==> config.mk <==
export PLATFORM = sky130hd
export DESIGN_NAME = atr_timer
export DESIGN_NICKNAME = d
export VERILOG_FILES = /design/src/include/atr_pkg.sv /design/src/rtl/atr_buf_reg.sv /design/src/rtl/atr_timer.sv
export SDC_FILE = /design/constraint.sdc
export NUM_CORES = 1
export LEC_CHECK = 0
export ABC_AREA = 1
export BUFFER_PORTS_ARGS = -buffer_cell sky130_fd_sc_hd__buf_2
export CAP_MARGIN = 20
export CORE_ASPECT_RATIO = 1.1
export CORE_MARGIN = 2
export CORE_UTILIZATION = 60
export CTS_BUF_LIST = sky130_fd_sc_hd__clkbuf_8
export DETAILED_ROUTE_END_ITERATION = 10
export GPL_ROUTABILITY_DRIVEN = 0
export PLACE_DENSITY = 0.83
export SYNTH_ARGS = -nofsm -noshare
export SYNTH_HDL_FRONTEND = slang
export SYNTH_SLANG_ARGS = --single-unit
==> constraint.sdc <==
create_clock -name pclk -period 3.9 [get_ports pclk]
set_input_delay 0.195 -clock pclk [delete_from_list [all_inputs] [get_ports pclk]]
set_output_delay 0.195 -clock pclk [all_outputs]
set_load 0.02 [all_outputs]
==> src/include/atr_pkg.sv <==
package atr_pkg;
  // Register byte offsets on the APB bus
  localparam logic [7:0] OFS_CTRL_A = 8'h00;
  localparam logic [7:0] OFS_CTRL_B = 8'h04;
  localparam logic [7:0] OFS_COUNT = 8'h08;
  localparam logic [7:0] OFS_CMP_A = 8'h0C;
  localparam logic [7:0] OFS_CMP_B = 8'h10;
  localparam logic [7:0] OFS_ASTAT = 8'h14;

  // Buffered register slots; the index is also the busy bit in async_status
  localparam int NUM_BUF = 5;
  localparam int BUF_CTRL_B = 0;
  localparam int BUF_CTRL_A = 1;
  localparam int BUF_CMP_B = 2;
  localparam int BUF_CMP_A = 3;
  localparam int BUF_COUNT = 4;

  // Field positions
  localparam int FOC_A_BIT = 7;
  localparam int FOC_B_BIT = 6;
  localparam int WGM2_BIT = 3;
  localparam int EXT_CLK_BIT = 6;
  localparam int ASYNC_SEL_BIT = 5;
  localparam logic [7:0] CTRL_B_WR_MASK = 8'hCF;
  localparam logic [7:0] CTRL_B_RD_MASK = 8'h0F;

  // Reset values
  localparam logic [7:0] REG_RST = 8'h00;
  localparam logic [9:0] PRESC_RST = 10'h000;

  // Prescaler tap masks, one per clock select code
  localparam logic [9:0] PSC_DIV1 = 10'h000;
  localparam logic [9:0] PSC_DIV8 = 10'h007;
  localparam logic [9:0] PSC_DIV32 = 10'h01F;
  localparam logic [9:0] PSC_DIV64 = 10'h03F;
  localparam logic [9:0] PSC_DIV128 = 10'h07F;
  localparam logic [9:0] PSC_DIV256 = 10'h0FF;
  localparam logic [9:0] PSC_DIV1024 = 10'h3FF;

  // Timing counts
  localparam logic [1:0] ASYNC_LOAD_EDGES = 2'h2;
  localparam logic [7:0] CNT_MAX = 8'hFF;
  localparam logic [7:0] CNT_BOTTOM = 8'h00;

  // Compare output modes
  typedef enum logic [1:0] {
    OM_OFF = 2'b00,
    OM_TOGGLE = 2'b01,
    OM_CLEAR = 2'b10,
    OM_SET = 2'b11
  } atr_out_mode_e;

  typedef struct packed {
    logic [1:0] out_mode_chan_a;
    logic [1:0] out_mode_chan_b;
    logic [1:0] rsvd;
    logic [1:0] wave_mode_low;
  } atr_ctrl_a_s;

  typedef struct packed {
    logic force_cmp_chan_a;
    logic force_cmp_chan_b;
    logic [1:0] rsvd;
    logic wave_mode_high_bit;
    logic [2:0] clock_select_field;
  } atr_ctrl_b_s;

  // Flag-set events: compare a, compare b, overflow
  typedef struct packed {
    logic cmp_a;
    logic cmp_b;
    logic ovf;
  } atr_events_s;
endpackage : atr_pkg

==> src/rtl/atr_buf_reg.sv <==
`timescale 1ns/100ps
// One buffered register: temporary copy, destination and update-busy flag
module atr_buf_reg import atr_pkg::*; #(
  parameter int WIDTH = 8
) (
  input wire logic pclk,
  input wire logic presetn,
  input wire logic clk_en,
  input wire logic wr_en,
  input wire logic [WIDTH-1:0] wdata,
  input wire logic async_mode,
  input wire logic osc_edge,
  output logic [WIDTH-1:0] temp_q,
  output logic [WIDTH-1:0] dest_q,
  output logic busy_q,
  output logic load_pulse,
  output logic [WIDTH-1:0] load_data
);
  logic [WIDTH-1:0] temp_nxt;
  logic [WIDTH-1:0] dest_nxt;
  logic busy_nxt;
  logic [1:0] edges_r;
  logic [1:0] edges_nxt;
  logic async_done;

  // Transfer completes on the second oscillator rising edge after the write
  assign async_done = busy_q && osc_edge && (edges_r == ASYNC_LOAD_EDGES - 2'h1);
  assign load_pulse = (wr_en && !async_mode) || (async_done && !wr_en);
  assign load_data = wr_en ? wdata : temp_q;

  // Next values; a new write re-arms the transfer and wins over completion
  always_comb begin
    temp_nxt = temp_q;
    dest_nxt = dest_q;
    busy_nxt = busy_q;
    edges_nxt = edges_r;
    if (wr_en) begin
      temp_nxt = wdata;
      edges_nxt = 2'h0;
      if (async_mode) begin
        busy_nxt = 1'b1;
      end else begin
        dest_nxt = wdata;
        busy_nxt = 1'b0;
      end
    end else if (async_done) begin
      dest_nxt = temp_q;
      busy_nxt = 1'b0;
      edges_nxt = 2'h0;
    end else if (busy_q && osc_edge) begin
      edges_nxt = edges_r + 2'h1;
    end
  end

  // State registers
  always_ff @(posedge pclk or negedge presetn) begin
    if (!presetn) begin
      temp_q <= '0;
      dest_q <= '0;
      busy_q <= 1'b0;
      edges_r <= 2'h0;
    end else if (clk_en) begin
      temp_q <= temp_nxt;
      dest_q <= dest_nxt;
      busy_q <= busy_nxt;
      edges_r <= edges_nxt;
    end
  end
endmodule : atr_buf_reg

==> src/rtl/atr_timer.sv <==
`timescale 1ns/100ps
// Overview of operation
// - Force-compare write in non-PWM mode applies a match to that channel's output now.
// - A forced compare raises no event and never clears the counter.
// - Force-compare bits are strobes and always read back as zero.
// - Control B bits 5 and 4 are reserved and read as zero.
// - Clock select 000 stops; 001..111 divide source by 1,8,32,64,128,256,1024.
// - Counter register gives direct read and write access to the count.
// - A counter write suppresses compare match on the next timer tick.
// - Both compare registers are compared continuously with the count.
// - External-clock bit with async enables input buffer; crystal runs only when clear.
// - Async select zero clocks from I/O clock, one from the oscillator pin.
// - Async writes set the register's busy flag; cleared when destination loads.
// - Counter reads the live value; other buffered registers read temporary copy.
// - Async writes reach the destination after two oscillator rising edges.
// - Async events reach the processor three cycles after the timer tick.
module atr_timer import atr_pkg::*; (
  input wire logic pclk,
  input wire logic presetn,
  input wire logic clk_en,
  input wire logic psel,
  input wire logic penable,
  input wire logic pwrite,
  input wire logic [7:0] paddr,
  input wire logic [31:0] pwdata,
  output logic [31:0] prdata,
  output logic pready,
  output logic pslverr,
  input wire logic osc_input_pin,
  output logic wave_out_chan_a,
  output logic wave_out_chan_b,
  output logic cmp_a_event,
  output logic cmp_b_event,
  output logic ovf_event,
  output logic osc_buf_enable,
  output logic xtal_osc_run
);
  // Bus side state
  logic [31:0] prdata_nxt;
  logic pready_nxt;
  logic pslverr_nxt;
  logic ext_clk_r;
  logic ext_clk_nxt;
  logic async_sel_r;
  logic async_sel_nxt;
  logic osc_buf_nxt;
  logic xtal_run_nxt;
  logic access;
  logic wr_fire;
  logic hit;
  logic [7:0] rd_byte;
  logic [NUM_BUF-1:0] buf_wr;
  logic [7:0] buf_wdata [NUM_BUF];
  logic [7:0] buf_temp [NUM_BUF];
  logic [7:0] buf_dest [NUM_BUF];
  logic [7:0] buf_ldat [NUM_BUF];
  logic [NUM_BUF-1:0] buf_busy;
  logic [NUM_BUF-1:0] buf_load;

  // Timer side state
  logic osc_s_r;
  logic osc_d_r;
  logic osc_edge;
  logic [9:0] presc_r;
  logic [9:0] presc_nxt;
  logic [7:0] cnt_r;
  logic [7:0] cnt_nxt;
  logic down_r;
  logic down_nxt;
  logic block_r;
  logic block_nxt;
  logic wa_nxt;
  logic wb_nxt;
  atr_events_s ev;
  atr_events_s pipe0_r;
  atr_events_s pipe1_r;
  atr_events_s evt_nxt;
  atr_ctrl_a_s ctrl_a;
  atr_ctrl_b_s ctrl_b;
  logic [2:0] mode;
  logic pwm;
  logic phase;
  logic [7:0] top;
  logic src_tick;
  logic tick;
  logic [9:0] tap;
  logic match_a;
  logic match_b;
  logic force_a;
  logic force_b;
  logic at_top;

  // Address decode and read mux
  assign access = psel && penable;
  assign wr_fire = access && pready && pwrite;
  always_comb begin
    hit = 1'b1;
    rd_byte = REG_RST;
    case (paddr)
      OFS_CTRL_A: rd_byte = buf_temp[BUF_CTRL_A];
      OFS_CTRL_B: rd_byte = buf_temp[BUF_CTRL_B] & CTRL_B_RD_MASK;
      OFS_COUNT: rd_byte = cnt_r;
      OFS_CMP_A: rd_byte = buf_temp[BUF_CMP_A];
      OFS_CMP_B: rd_byte = buf_temp[BUF_CMP_B];
      OFS_ASTAT: rd_byte = {1'b0, ext_clk_r, async_sel_r, buf_busy};
      default: hit = 1'b0;
    endcase
  end

  // Write strobes for the five buffered registers
  always_comb begin
    buf_wr = '0;
    buf_wr[BUF_CTRL_A] = wr_fire && (paddr == OFS_CTRL_A);
    buf_wr[BUF_CTRL_B] = wr_fire && (paddr == OFS_CTRL_B);
    buf_wr[BUF_COUNT] = wr_fire && (paddr == OFS_COUNT);
    buf_wr[BUF_CMP_A] = wr_fire && (paddr == OFS_CMP_A);
    buf_wr[BUF_CMP_B] = wr_fire && (paddr == OFS_CMP_B);
    for (int i = 0; i < NUM_BUF; i++) begin
      buf_wdata[i] = pwdata[7:0];
    end
    buf_wdata[BUF_CTRL_B] = pwdata[7:0] & CTRL_B_WR_MASK;
  end

  // Bus answer: one wait state, data and error stand with pready
  always_comb begin
    pready_nxt = access && !pready;
    prdata_nxt = prdata;
    pslverr_nxt = access && !pready && !hit;
    ext_clk_nxt = ext_clk_r;
    async_sel_nxt = async_sel_r;
    osc_buf_nxt = ext_clk_r && async_sel_r;
    xtal_run_nxt = !ext_clk_r;
    if (access && !pready) begin
      prdata_nxt = pwrite ? 32'h0000_0000 : {24'h00_0000, rd_byte};
    end
    if (wr_fire && (paddr == OFS_ASTAT)) begin
      ext_clk_nxt = pwdata[EXT_CLK_BIT];
      async_sel_nxt = pwdata[ASYNC_SEL_BIT];
    end
  end

  always_ff @(posedge pclk or negedge presetn) begin
    if (!presetn) begin
      prdata <= 32'h0000_0000;
      pready <= 1'b0;
      pslverr <= 1'b0;
      ext_clk_r <= 1'b0;
      async_sel_r <= 1'b0;
      osc_buf_enable <= 1'b0;
      xtal_osc_run <= 1'b1;
    end else if (clk_en) begin
      prdata <= prdata_nxt;
      pready <= pready_nxt;
      pslverr <= pslverr_nxt;
      ext_clk_r <= ext_clk_nxt;
      async_sel_r <= async_sel_nxt;
      osc_buf_enable <= osc_buf_nxt;
      xtal_osc_run <= xtal_run_nxt;
    end
  end

  // Five temporary/destination pairs
  genvar g;
  generate
    for (g = 0; g < NUM_BUF; g++) begin : g_buf
      atr_buf_reg #(.WIDTH(8)) u_buf (
        .pclk(pclk),
        .presetn(presetn),
        .clk_en(clk_en),
        .wr_en(buf_wr[g]),
        .wdata(buf_wdata[g]),
        .async_mode(async_sel_r),
        .osc_edge(osc_edge),
        .temp_q(buf_temp[g]),
        .dest_q(buf_dest[g]),
        .busy_q(buf_busy[g]),
        .load_pulse(buf_load[g]),
        .load_data(buf_ldat[g])
      );
    end
  endgenerate

  // Mode decode from the destination copies
  assign ctrl_a = atr_ctrl_a_s'(buf_dest[BUF_CTRL_A]);
  assign ctrl_b = atr_ctrl_b_s'(buf_dest[BUF_CTRL_B]);
  assign mode = {ctrl_b.wave_mode_high_bit, ctrl_a.wave_mode_low};
  assign pwm = mode[0];
  assign phase = (mode == 3'h1) || (mode == 3'h5);
  assign top = ((mode == 3'h2) || (mode == 3'h5) || (mode == 3'h7)) ? buf_dest[BUF_CMP_A] : CNT_MAX;

  // Source clock: pin sampled once, rising edge used as a tick in async mode
  assign osc_edge = osc_s_r && !osc_d_r;
  assign src_tick = async_sel_r ? osc_edge : 1'b1;

  // Prescaler tap per clock select code
  always_comb begin
    case (ctrl_b.clock_select_field)
      3'h1: tap = PSC_DIV1;
      3'h2: tap = PSC_DIV8;
      3'h3: tap = PSC_DIV32;
      3'h4: tap = PSC_DIV64;
      3'h5: tap = PSC_DIV128;
      3'h6: tap = PSC_DIV256;
      3'h7: tap = PSC_DIV1024;
      default: tap = PSC_DIV1;
    endcase
  end
  assign tick = src_tick && (ctrl_b.clock_select_field != 3'h0) && ((presc_r & tap) == tap);

  // Continuous compare, blocked for one tick after a counter write
  assign match_a = tick && !block_r && (cnt_r == buf_dest[BUF_CMP_A]);
  assign match_b = tick && !block_r && (cnt_r == buf_dest[BUF_CMP_B]);
  assign at_top = tick && (cnt_r == top);
  assign force_a = buf_load[BUF_CTRL_B] && buf_ldat[BUF_CTRL_B][FOC_A_BIT] && !pwm;
  assign force_b = buf_load[BUF_CTRL_B] && buf_ldat[BUF_CTRL_B][FOC_B_BIT] && !pwm;

  // Output pin update for one channel
  function automatic logic wave_next(input logic cur, input logic [1:0] om, input logic hit_m,
                                     input logic hit_top, input logic frc, input logic is_a);
    logic v;
    v = cur;
    if (!pwm) begin
      if (hit_m || frc) begin
        case (atr_out_mode_e'(om))
          OM_TOGGLE: v = !cur;
          OM_CLEAR: v = 1'b0;
          OM_SET: v = 1'b1;
          default: v = cur;
        endcase
      end
    end else if (om == OM_TOGGLE) begin
      if (is_a && ctrl_b.wave_mode_high_bit && hit_m) begin
        v = !cur;
      end
    end else if (om != OM_OFF) begin
      if (phase) begin
        if (hit_m) begin
          v = (om == OM_SET) ^ down_r;
        end
      end else if (hit_m) begin
        v = (om == OM_SET);
      end else if (hit_top) begin
        v = (om == OM_CLEAR);
      end
    end
    return v;
  endfunction

  // Counter, direction, compare block and pins
  always_comb begin
    presc_nxt = src_tick ? presc_r + 10'h001 : presc_r;
    cnt_nxt = cnt_r;
    down_nxt = down_r;
    block_nxt = block_r;
    ev = '0;
    if (buf_load[BUF_COUNT]) begin
      cnt_nxt = buf_ldat[BUF_COUNT];
      block_nxt = 1'b1;
    end else if (tick) begin
      block_nxt = 1'b0;
      if (phase) begin
        if (!down_r && (cnt_r == top)) begin
          down_nxt = 1'b1;
          cnt_nxt = cnt_r - 8'h01;
        end else if (down_r && (cnt_r == CNT_BOTTOM)) begin
          down_nxt = 1'b0;
          cnt_nxt = cnt_r + 8'h01;
          ev.ovf = 1'b1;
        end else begin
          cnt_nxt = down_r ? cnt_r - 8'h01 : cnt_r + 8'h01;
        end
      end else begin
        down_nxt = 1'b0;
        cnt_nxt = (cnt_r == top) ? CNT_BOTTOM : cnt_r + 8'h01;
        ev.ovf = (cnt_r == CNT_MAX);
      end
    end
    ev.cmp_a = match_a;
    ev.cmp_b = match_b;
    wa_nxt = wave_next(wave_out_chan_a, ctrl_a.out_mode_chan_a, match_a, at_top, force_a, 1'b1);
    wb_nxt = wave_next(wave_out_chan_b, ctrl_a.out_mode_chan_b, match_b, at_top, force_b, 1'b0);
    // Async events cross via two extra stages, sync ones go out next cycle
    evt_nxt = async_sel_r ? pipe1_r : ev;
  end

  always_ff @(posedge pclk or negedge presetn) begin
    if (!presetn) begin
      osc_s_r <= 1'b0;
      osc_d_r <= 1'b0;
      presc_r <= PRESC_RST;
      cnt_r <= REG_RST;
      down_r <= 1'b0;
      block_r <= 1'b0;
      wave_out_chan_a <= 1'b0;
      wave_out_chan_b <= 1'b0;
      pipe0_r <= '0;
      pipe1_r <= '0;
      {cmp_a_event, cmp_b_event, ovf_event} <= 3'h0;
    end else if (clk_en) begin
      osc_s_r <= osc_input_pin;
      osc_d_r <= osc_s_r;
      presc_r <= presc_nxt;
      cnt_r <= cnt_nxt;
      down_r <= down_nxt;
      block_r <= block_nxt;
      wave_out_chan_a <= wa_nxt;
      wave_out_chan_b <= wb_nxt;
      pipe0_r <= ev;
      pipe1_r <= pipe0_r;
      {cmp_a_event, cmp_b_event, ovf_event} <= evt_nxt;
    end
  end
endmodule : atr_timer

After elaboration in Yosys (flattened, before gate mapping)
Index checks and enable logic that the tools add are counted.

word-level totals
  bits in registers = 152
  latch bits = 0
  bits in writable memories = 0
  memory bits (read-only) = 0
  input bits = 47
  output and inout bits = 41
  memories kept = 0

operators by class
  add/sub/neg operators = 8
  multipliers = 0
  div/mod/pow operators = 0
  magnitude comparators = 0
  equality and inequality tests = 44
  shifts and indexed selects = 0
  mux-type cells = 81
  bitwise gates (word level) = 4
  reductions and logical operators = 105

operators with widths
  kind                   count
  $mux 8                 18
  $pmux 10 s6            1
  $pmux 8 s6             1
  $logic_and 1x1->1      40
  $mux 1                 40
  $reduce_and 2->1       18
  $mux 2                 15
  $eq 8x8->1             3
  $reduce_bool 2->1      10
  $eq 3x3->1 const B     6
  $reduce_bool 3->1      6
  $eq 8x4->1 const B     2
  $eq 8x5->1 const B     2
  $logic_not 8->1        2
  $eq 2x1->1 const B     7
  $reduce_and 7->1       2
  $logic_not 1->1        12
  $mux 4                 3
  $ne 2x2->1 const B     6
  $ne 3x3->1 const B     4
  $reduce_and 3->1       4
  $add 10x1->10 const B  1
  $add 2x1->2 const B    5
  $and 10x10->10         1
  18 further kinds       33

Logic depth before layout (Yosys ltp)
Gate-level depths: netlist of the first run.

  word-level depth = 12
  mapped depth = 15
  mapped depth without buffers = 15

By module
Synthesis of the first run repeated with hierarchy kept, for this count alone.

second synthesis, totals
  cells, all modules = 1117
  area, all modules = 8314.2 µm²

by module, submodules not included
  module       times used  cells an instance  area an instance (µm²)  seq. area each (µm²)
  atr_buf_reg  5           113                914.6                   475.5
  atr_timer    1           552                3741.1                  1177.4

Least setup slack after synthesis of the first run
OpenSTA, ideal clock, no wires.

  kind = register to register
  start point = register cnt_r[0]
  end point = register cnt_r[3]
  arrival time = 1799 ps
  data required time = 3784 ps
  setup slack = 1985 ps
  stages on the path, launching flop included = 16
  buffers on the path = 0
  clock period less this slack = 1915 ps
  cells stage by stage = dfrtp_1 inv_1 ha_1 nand3_1 nor2_1 nand2_1 nor2_1 nand3_2 nand2_1 inv_1 nand2_2 o21ai_0 nand2_1 nand2_1 nand2_1 nand2_1

between the ends
  word-level cells in the longest chain between the ends = 7

ends and longest elaborated chain
  element                                      line                                                  source
  start: declaration                           atr_timer.sv:66                                       logic [7:0] cnt_r;
  start signal: assignment                     atr_timer.sv:303                                      cnt_r <= cnt_nxt;
  $add 8x1->8, or another cell as far along    atr_timer.sv:267, atr_timer.sv:270, atr_timer.sv:274
  $mux 8 or $logic_and 1x1->1 (tied branches)  atr_timer.sv:270, atr_timer.sv:265
  $mux 8                                       atr_timer.sv:265                                      end else if (down_r && (cnt_r == CNT_BOTTOM)) begin
  $mux 8                                       atr_timer.sv:262                                      if (!down_r && (cnt_r == top)) begin
  $mux 8 *                                     atr_timer.sv:261                                      if (phase) begin
  $mux 8 *                                     atr_timer.sv:259                                      end else if (tick) begin
  $mux 8 *                                     atr_timer.sv:256                                      if (buf_load[BUF_COUNT]) begin

Every way passes the cells marked *; elsewhere a longest branch is shown, timed or not. The select of a mux whose other input is x is not followed.
A chain may end at the register's enable or synchronous reset.

Worst setup path after layout of the first run
  start point = register pready
  end point = register cnt_r[4]

between the ends
  word-level cells in the longest chain between the ends = 8

ends and longest elaborated chain
  element                            line               source
  start: declaration                 atr_timer.sv:27    output logic pready,
  start signal: assignment           atr_timer.sv:153   pready <= pready_nxt;
  $logic_and 1x1->1 * (2 in series)  atr_timer.sv:95    assign wr_fire = access && pready && pwrite;
  $logic_and 1x1->1 *                atr_timer.sv:115   buf_wr[BUF_COUNT] = wr_fire && (paddr == OFS_COUNT);
  $logic_not 1->1                    atr_buf_reg.sv:28  assign load_pulse = (wr_en && !async_mode) || (async_done && !wr_en);
  $logic_and 1x1->1                  atr_buf_reg.sv:28
  $logic_or 1x1->1                   atr_buf_reg.sv:28
  $reduce_bool 2->1 (no line)        n/a
  $reduce_and 2->1 (no line)         n/a

Every way passes the cells marked *; elsewhere a longest branch is shown, timed or not.

==> results of run 1 <==
[metal layers]
metal,up-vias,track usage,share of wire
li1,3156,-,-
met1,3001,0.4129,0.43
met2,234,0.4618,0.47
met3,54,0.06627,0.071
met4,0,0.1416,0.034
met5,-,0,0
[sequential cells by signal, summed over array words and instances (netlist names)]
register             flops
g_buf.u_buf.dest_q      26
ext_clk_r                1
wave_out_chan_a          1
osc_s_r                  1
block_r                  1
cnt_r                    8
xtal_osc_run             1
pipe0_r                  3
pslverr                  1
g_buf.u_buf.edges_r     10
async_sel_r              1
pipe1_r                  3
prdata                   8
g_buf.u_buf.busy_q       5
cmp_b_event              1
osc_buf_enable           1
wave_out_chan_b          1
osc_d_r                  1
g_buf.u_buf.temp_q      38
down_r                   1
ovf_event                1
pready                   1
presc_r                 10
cmp_a_event              1
[stage by stage]
stage | util | cell area [um^2] | worst slack, ps
6_report | 0.6622 | 7934 | 1465
5_1_grt | 0.6622 | 7934 | 1270
4_1_cts | 0.6622 | 7934 | 1510
3_5_place_dp | 0.6286 | 7531 | 1466
3_3_place_gp | 0.6286 | 7531 | 1491
2_1_floorplan | - | 7446 | 1985
[critical path: stages, from the launching register on]
cell	delay [ps]
dfrtp_1	430
nand4_4	230
nor2_4	490
a21oi_4	190
o21ai_2	470
inv_1	280
nor2_1	150
a21oi_1	50
[cells in the mapped netlist (all sizes together)]
library cell and instances:
a211oi 1, nor3 13, xnor2 7, o22ai 18
dfrtp 125, nand3b 3, o21ai 135, clkbuf 8
clkinv 1, mux2 2, nor4 1, o211ai 2
a21oi 41, nand4 10, nand2 272, o21a 2
nor2 94, a31oi 3, buf 42, conb 1
xor2 21, dfstp 1, ha 3, nand3 43
a21boi 1, a221oi 1, inv 124
[kinds of logic (layout without fill, tap and decap cells)]
logic type      after synthesis  count (layout)
simple gates                436             436
buf+inv                     175             203
xor+xnor                     28              28
flops                       126             126
compound gates              204             204
other cells                   1              24
mux                           2               2
fa+ha+maj                     3               3
[layout make-up]
type,count,share of cell area
repair buffers,46,0.03406
inverters,125,0.05914
clock buffers,18,0.03123
clock inverters,14,0.01577
well taps,154,0.02429
flip-flops and latches,126,0.3976
multi-input cells,697,0.4379
[path summary, 6_finish.rpt]
kind,startpoint,endpoint,slack [ps],depth (start not counted)
min in group asynchronous,presetn,prdata[3],340,2
max in group asynchronous,presetn,pipe0_r[0],2740,3
hold reg to reg,pipe1_r[0],pipe1_r[0],470,2
hold / removal,pwdata[4],g_buf[1].u_buf.temp_q[4],50,3
setup reg to reg,pready,cnt_r[4],1460,7
setup / recovery,pready,cnt_r[4],1460,7
[what timing repair did]
action                                 CTS  global route
gates resized for setup                  0             0
setup endpoints to repair                0             0
endpoints found under the hold margin   61             0
buffers inserted                         0             0
hold buffers                             3             0
[power by group]
part	switching (uW)	total [uW]	internal [uW]	leakage, uW
Clock	599	1080	479	0.000185
Sequential	196	1680	1490	0.00157
Combinational	674	1020	343	0.00222
==> qor.yml, run 1 <==
finalSetupTns_ps: 0
n_fill_cell: 1048
die_area_mm2: 0.01317
critPathKind: "reg -> reg"
synth_compound_area_frac: 0.1581
cap_violations: 0
synthDistinctLibCells: 46
vias: 6445
hold_path.class: "in -> reg"
post-synth-top-area-cell: "dfrtp_1"
setup.worst_path.start_class: "flop"
syn-instance-count: 975
route.detailed.vias_per_inst: 5.462
detail_route.wl_per_cell_um: 15.58
cts_num_sinks: 126
cts_buffers: 17
antenna_found_initial: 0
clock_tree.htree_level_count: 4
mostFrequentLayoutCell: "nand2_1"
port_buf_inserts: 39
synthAdderAreaFrac: 0.005100
ys_seq_area_frac: 0.4286
drt_pass1_iterations: 5
grt_remaining_overflow: 0
worstPathRequired_ps: 4260
drt-initial-drc-count: 620
core-area_mm2: 0.01198
post_route_cells_drive_above_1_share: 0.1296
synth.ff_latch_count: 126
die_x_um: 109.6
outcome: "complete, no violations"
tightest_slew_ps: 779.6
fin_crit_sh: 0.6244
die_h_um: 120.2
insertedDiodeCount: 0
totalWireLength_um: 18390
synth_top_family_by_area: "simple AND/OR/NAND/NOR gates"
grt_setup_unrepaired: "no"
post-route-drc-count: 0
max-clock-path-buffers: 2
yosys.area_share.simple: 0.2603
nets: 1063
clock.fmax_mhz: 410.7
post_syn_area_per_cell_um2: 7.548
finalSetupViolCount: 0
tritoncts: "yes"
netlist_area_mm2: 0.007360
ff_latch_area_mm2: 0.003154
multi_input_gate_area_in_the_final_layout_mm2: 0.003475
detailed_placer_s_ending_hpwl_um: 13400
finalHoldWorstSlack_ps: 50.00
wire_length_of_the_first_global_routing_pass_um: 30110
maximum_number_of_pins_on_one_net_before_global_route_repair: 67
worstSkewPairLatency_ps: 470
yosys-top-cells-area: "dfrtp_1 (43%), nand2_1 (13%), o21ai_0 (8.1%)"
cts-root-buf: "clkbuf_8"
synth.top_cell.area_share: 0.4250
path_clk_slew_ps: 90
track_usage: 0.3036
area_growth_syn_to_layout_pct: 7.803
path_max_fanout: 20
post-layout-total-power_uw: 3778
power_density_over_the_cells_mw_per_mm2: 476.1
worst_clock_skew_ps: 16.95
most-common-layout-cells: "nand2_1 (264), dfrtp_1 (125), o21ai_0 (119), inv_1 (114), nor2_1 (81)"
slew-limit-headroom: 0.4803
row_count: 42
total_of_warnings_raised_by_yosys: 0
detail-route-antenna-nets: 0
final_cell_count_no_fill: 1180
end_kind: "flop"
dpl.cell_count: 1145
timing.final.crit_period_ps: 2435
initial_utilization: 0.6142
max_slew_violation_total_from_the_final_report: 0
synth_mux_area_frac: 0.003060
synth_xor_area_frac: 0.03332
irDropWorstVdd_uv: 318.3
first_global_vias: 6084
hold_violations: 0
boundaryPins: 88
critical_path_arrival_ps: 2790
cellLeakagePower_uw: 0.003982
(Power assumes the default switching activity.)
==> run 2, diff against run 1 <==
Settings changed: CORE_UTILIZATION 60 to 55, PLACE_DENSITY 0.83 to 0.8.
Clock period 3.9 ns to 2.2 ns, I/O delays scaled along.
==> run 2 against run 1 <==
- worst setup slack got worse by 1300 ps
- hold slack lost 5.7 ps
- critical path depth grew 4
- cell area up 3.9%
- sequential power up 75%
- cell count up 3.0%
- count of clock-buffer cells in the layout shrank 1
- highest routed layer unchanged
==> qor.yml, run 2 (same netlist as run 1, synthesis figures left out) <==
clock_tree.htree_level_count: 4  # unchanged
detailed_placer_s_ending_hpwl_um: 13870  # +3.5%
whs_endpoint: "g_buf[1].u_buf.temp_q[5]"
grt_setup_unrepaired: "yes"
port_buf_inserts: 39  # unchanged
vias: 6638  # +3.0%
drt-initial-drc-count: 595  # -4.0%
cts-root-buf: "clkbuf_8"
slew-limit-headroom: 0.5971  # +0.1168
drt_pass1_iterations: 8  # +3
cts_setup_buffers: 0  # unchanged
placement_stage_cell_area_mm2: 0.007725  # +2.6%
mostFrequentLayoutCell: "nand2_1"
hold_path.class: "in -> reg"
worstReg2RegStart: "cnt_r[4]"
p_comb_frac: 0.280  # +0.011
path_clk_slew_ps: 80  # about the same
clock.fmax_mhz: 482.1  # +17%
final_area_mm2: 0.008245  # +3.9%
area_growth_syn_to_layout_pct: 12.04
route.detailed.vias_per_inst: 5.463  # about the same
post-route-drc-count: 0  # unchanged
cap_violations: 0  # unchanged
netSwitchingFraction: 0.3678  # -0.02108
wire_length_of_the_first_global_routing_pass_um: 30760  # +2.2%
max-clock-path-buffers: 2  # unchanged
core-area_mm2: 0.01316  # +9.8%
timing.final.crit_period_ps: 2074  # -361.0 ps
antenna_found_initial: 0  # unchanged
seqPwrFrac: 0.414  # -0.031
boundaryPins: 88  # unchanged
cell_internal_pwr_uw: 4499  # +95%
hold_violations: 0  # unchanged
reg.largest.list: "g_buf.u_buf.temp_q: 38 flops, g_buf.u_buf.dest_q: 26 flops"
detail_route.wl_per_cell_um: 15.67  # +0.55%
reg2reg_slack_ps: 130  # -1340 ps
hold-path-cell-count: 3  # unchanged
row_count: 44  # +4.8%
outcome: "complete, no violations"
place_worst_setup_slack_ps: 220.9  # -1246 ps
final_cell_count_no_fill: 1215  # +3.0%
critical_path_arrival_ps: 2430  # -360 ps
largest-register: "g_buf.u_buf.temp_q"
power_density_over_the_cells_mw_per_mm2: 863.0  # +81%
irDropWorstVdd_uv: 548.7  # +72%
die_area_mm2: 0.01432  # +8.8%
cts_buffers: 17  # unchanged
worstPathRequired_ps: 2550  # -1710 ps
final_critical_path_setup_slack_ps: 125.9  # -1339 ps
detail-route-antenna-nets: 0  # unchanged
finalSetupViolCount: 0  # unchanged
path_max_fanout: 5  # -75%
fin_crit_sh: 0.9428  # +0.3184
die_x_um: 114.3  # +4.3%
grt_remaining_overflow: 0  # unchanged
track_usage: 0.2783  # -0.02525
maximum_number_of_pins_on_one_net_before_global_route_repair: 55  # -18%
worst_clock_skew_ps: 11.49  # -5.460 ps
first_global_vias: 6195  # +1.8%
switching_power_uw: 2617  # +78%
nets: 1091  # +2.6%
hold_path_startpoint: "pwdata[5]"
die_h_um: 125.3  # +4.3%
max_slew_violation_total_from_the_final_report: 0  # unchanged
totalWireLength_um: 19040  # +3.5%
ff2ff_path_depth: 11  # +4
finalHoldWorstSlack_ps: 44.29  # -5.711 ps
most-common-layout-cells: "nand2_1 (264), dfrtp_1 (125), o21ai_0 (119), inv_1 (111), nor2_1 (80)"
end_kind: "flop"
terminus_of_the_critical_flop_to_flop_path: "wave_out_chan_a"
cellLeakagePower_uw: 0.004120  # +3.5%
initial_utilization: 0.5593  # -0.05491
tightest_slew_ps: 598.8  # -180.7 ps
dpl.cell_count: 1175  # +2.6%
cts_num_sinks: 126  # unchanged
tritoncts: "yes"
n_fill_cell: 1154  # +10%
setup.worst_path.start_class: "flop"
critPathKind: "reg -> reg"
insertedDiodeCount: 0  # unchanged
power.clock.fraction: 0.307  # +0.022
largest_reg_flops: 38  # unchanged
post_route_cells_drive_above_1_share: 0.1537  # +0.02407
worstSkewPairLatency_ps: 470  # about the same
run 2: cell types whose count changed in the layout (fill, tap and decap cells not counted), sizes merged:
| cell | change |
|---|---|
| buf | +23 |
| bufinv | +3 |
| clkbuf | -1 |
| clkinv | -1 |
| clkinvlp | +3 |
| dlygate4sd3 | +5 |
| inv | -4 |
run 2: how the worst max path moves through the flow:
stage	startpoint	end	slack [ps]	cells past startpoint
after floorplan	cnt_r[0]	cnt_r[3]	280	15
after global placement	cnt_r[1]	cnt_r[2]	250	15
after detailed placement	pready	g_buf[3].u_buf.dest_q[3]	220	9
after CTS	pready	g_buf[3].u_buf.dest_q[3]	170	9
after global routing	cnt_r[0]	cnt_r[2]	-2	15
final	cnt_r[4]	wave_out_chan_a	130	11
run 2: cell type report:
| cell class | instances | area (um^2) | area share |
|---|---|---|---|
| sequential | 126 | 3154 | 0.3825 |
| tap | 161 | 201.4 | 0.02443 |
| clock inverter | 15 | 186.4 | 0.02261 |
| multi-input combinational | 697 | 3491 | 0.4234 |
| timing repair buffer | 74 | 505.5 | 0.06131 |
| inverter | 125 | 473.0 | 0.05736 |
| clock buffer | 17 | 234.0 | 0.02838 |
run 2: stage by stage:
stage	util	power [uW]	setup TNS, ps
2_1_floorplan	-	4321	0
3_3_place_gp	0.5871	4843	0
3_5_place_dp	0.5871	4903	0
4_1_cts	0.6251	7084	0
5_1_grt	0.6267	7538	-1.583
6_report	0.6267	7116	0
run 2: repair_timing:
item / in CTS / in global routing
resized for setup: 0 / 7
hold buffers: 8 / 0
setup endpoints to repair: 0 / 4
endpoints found under the hold margin: 42 / 0
run 2: critical path: stages, from the launching register on:
cell and delay [ps]:
dfrtp_1 490, buf_4 210, nand2_1 80, nand2_1 50, nor2_1 80, nand2_1 60
nor2_1 270, nand3_1 230, o21ai_1 190, nand2_1 100, o21ai_1 140, nand2_1 60
run 2: power by group through the flow:
stage | clock network [uW] | registers [uW] | logic (uW)
floorplan | 0 | 2920 | 1400
global placement | 0 | 2960 | 1880
detailed placement | 0 | 2980 | 1920
CTS | 2190 | 2930 | 1960
global route | 2290 | 2990 | 2260
finish | 2180 | 2940 | 1990
run 2: routing by layer:
metal	part of all wire	routed length (um)	global-route usage
met1	0.41	7796	0.3715
met2	0.48	9105	0.4377
met3	0.075	1426	0.05332
met4	0.037	711	0.1320
met5	0	0	0
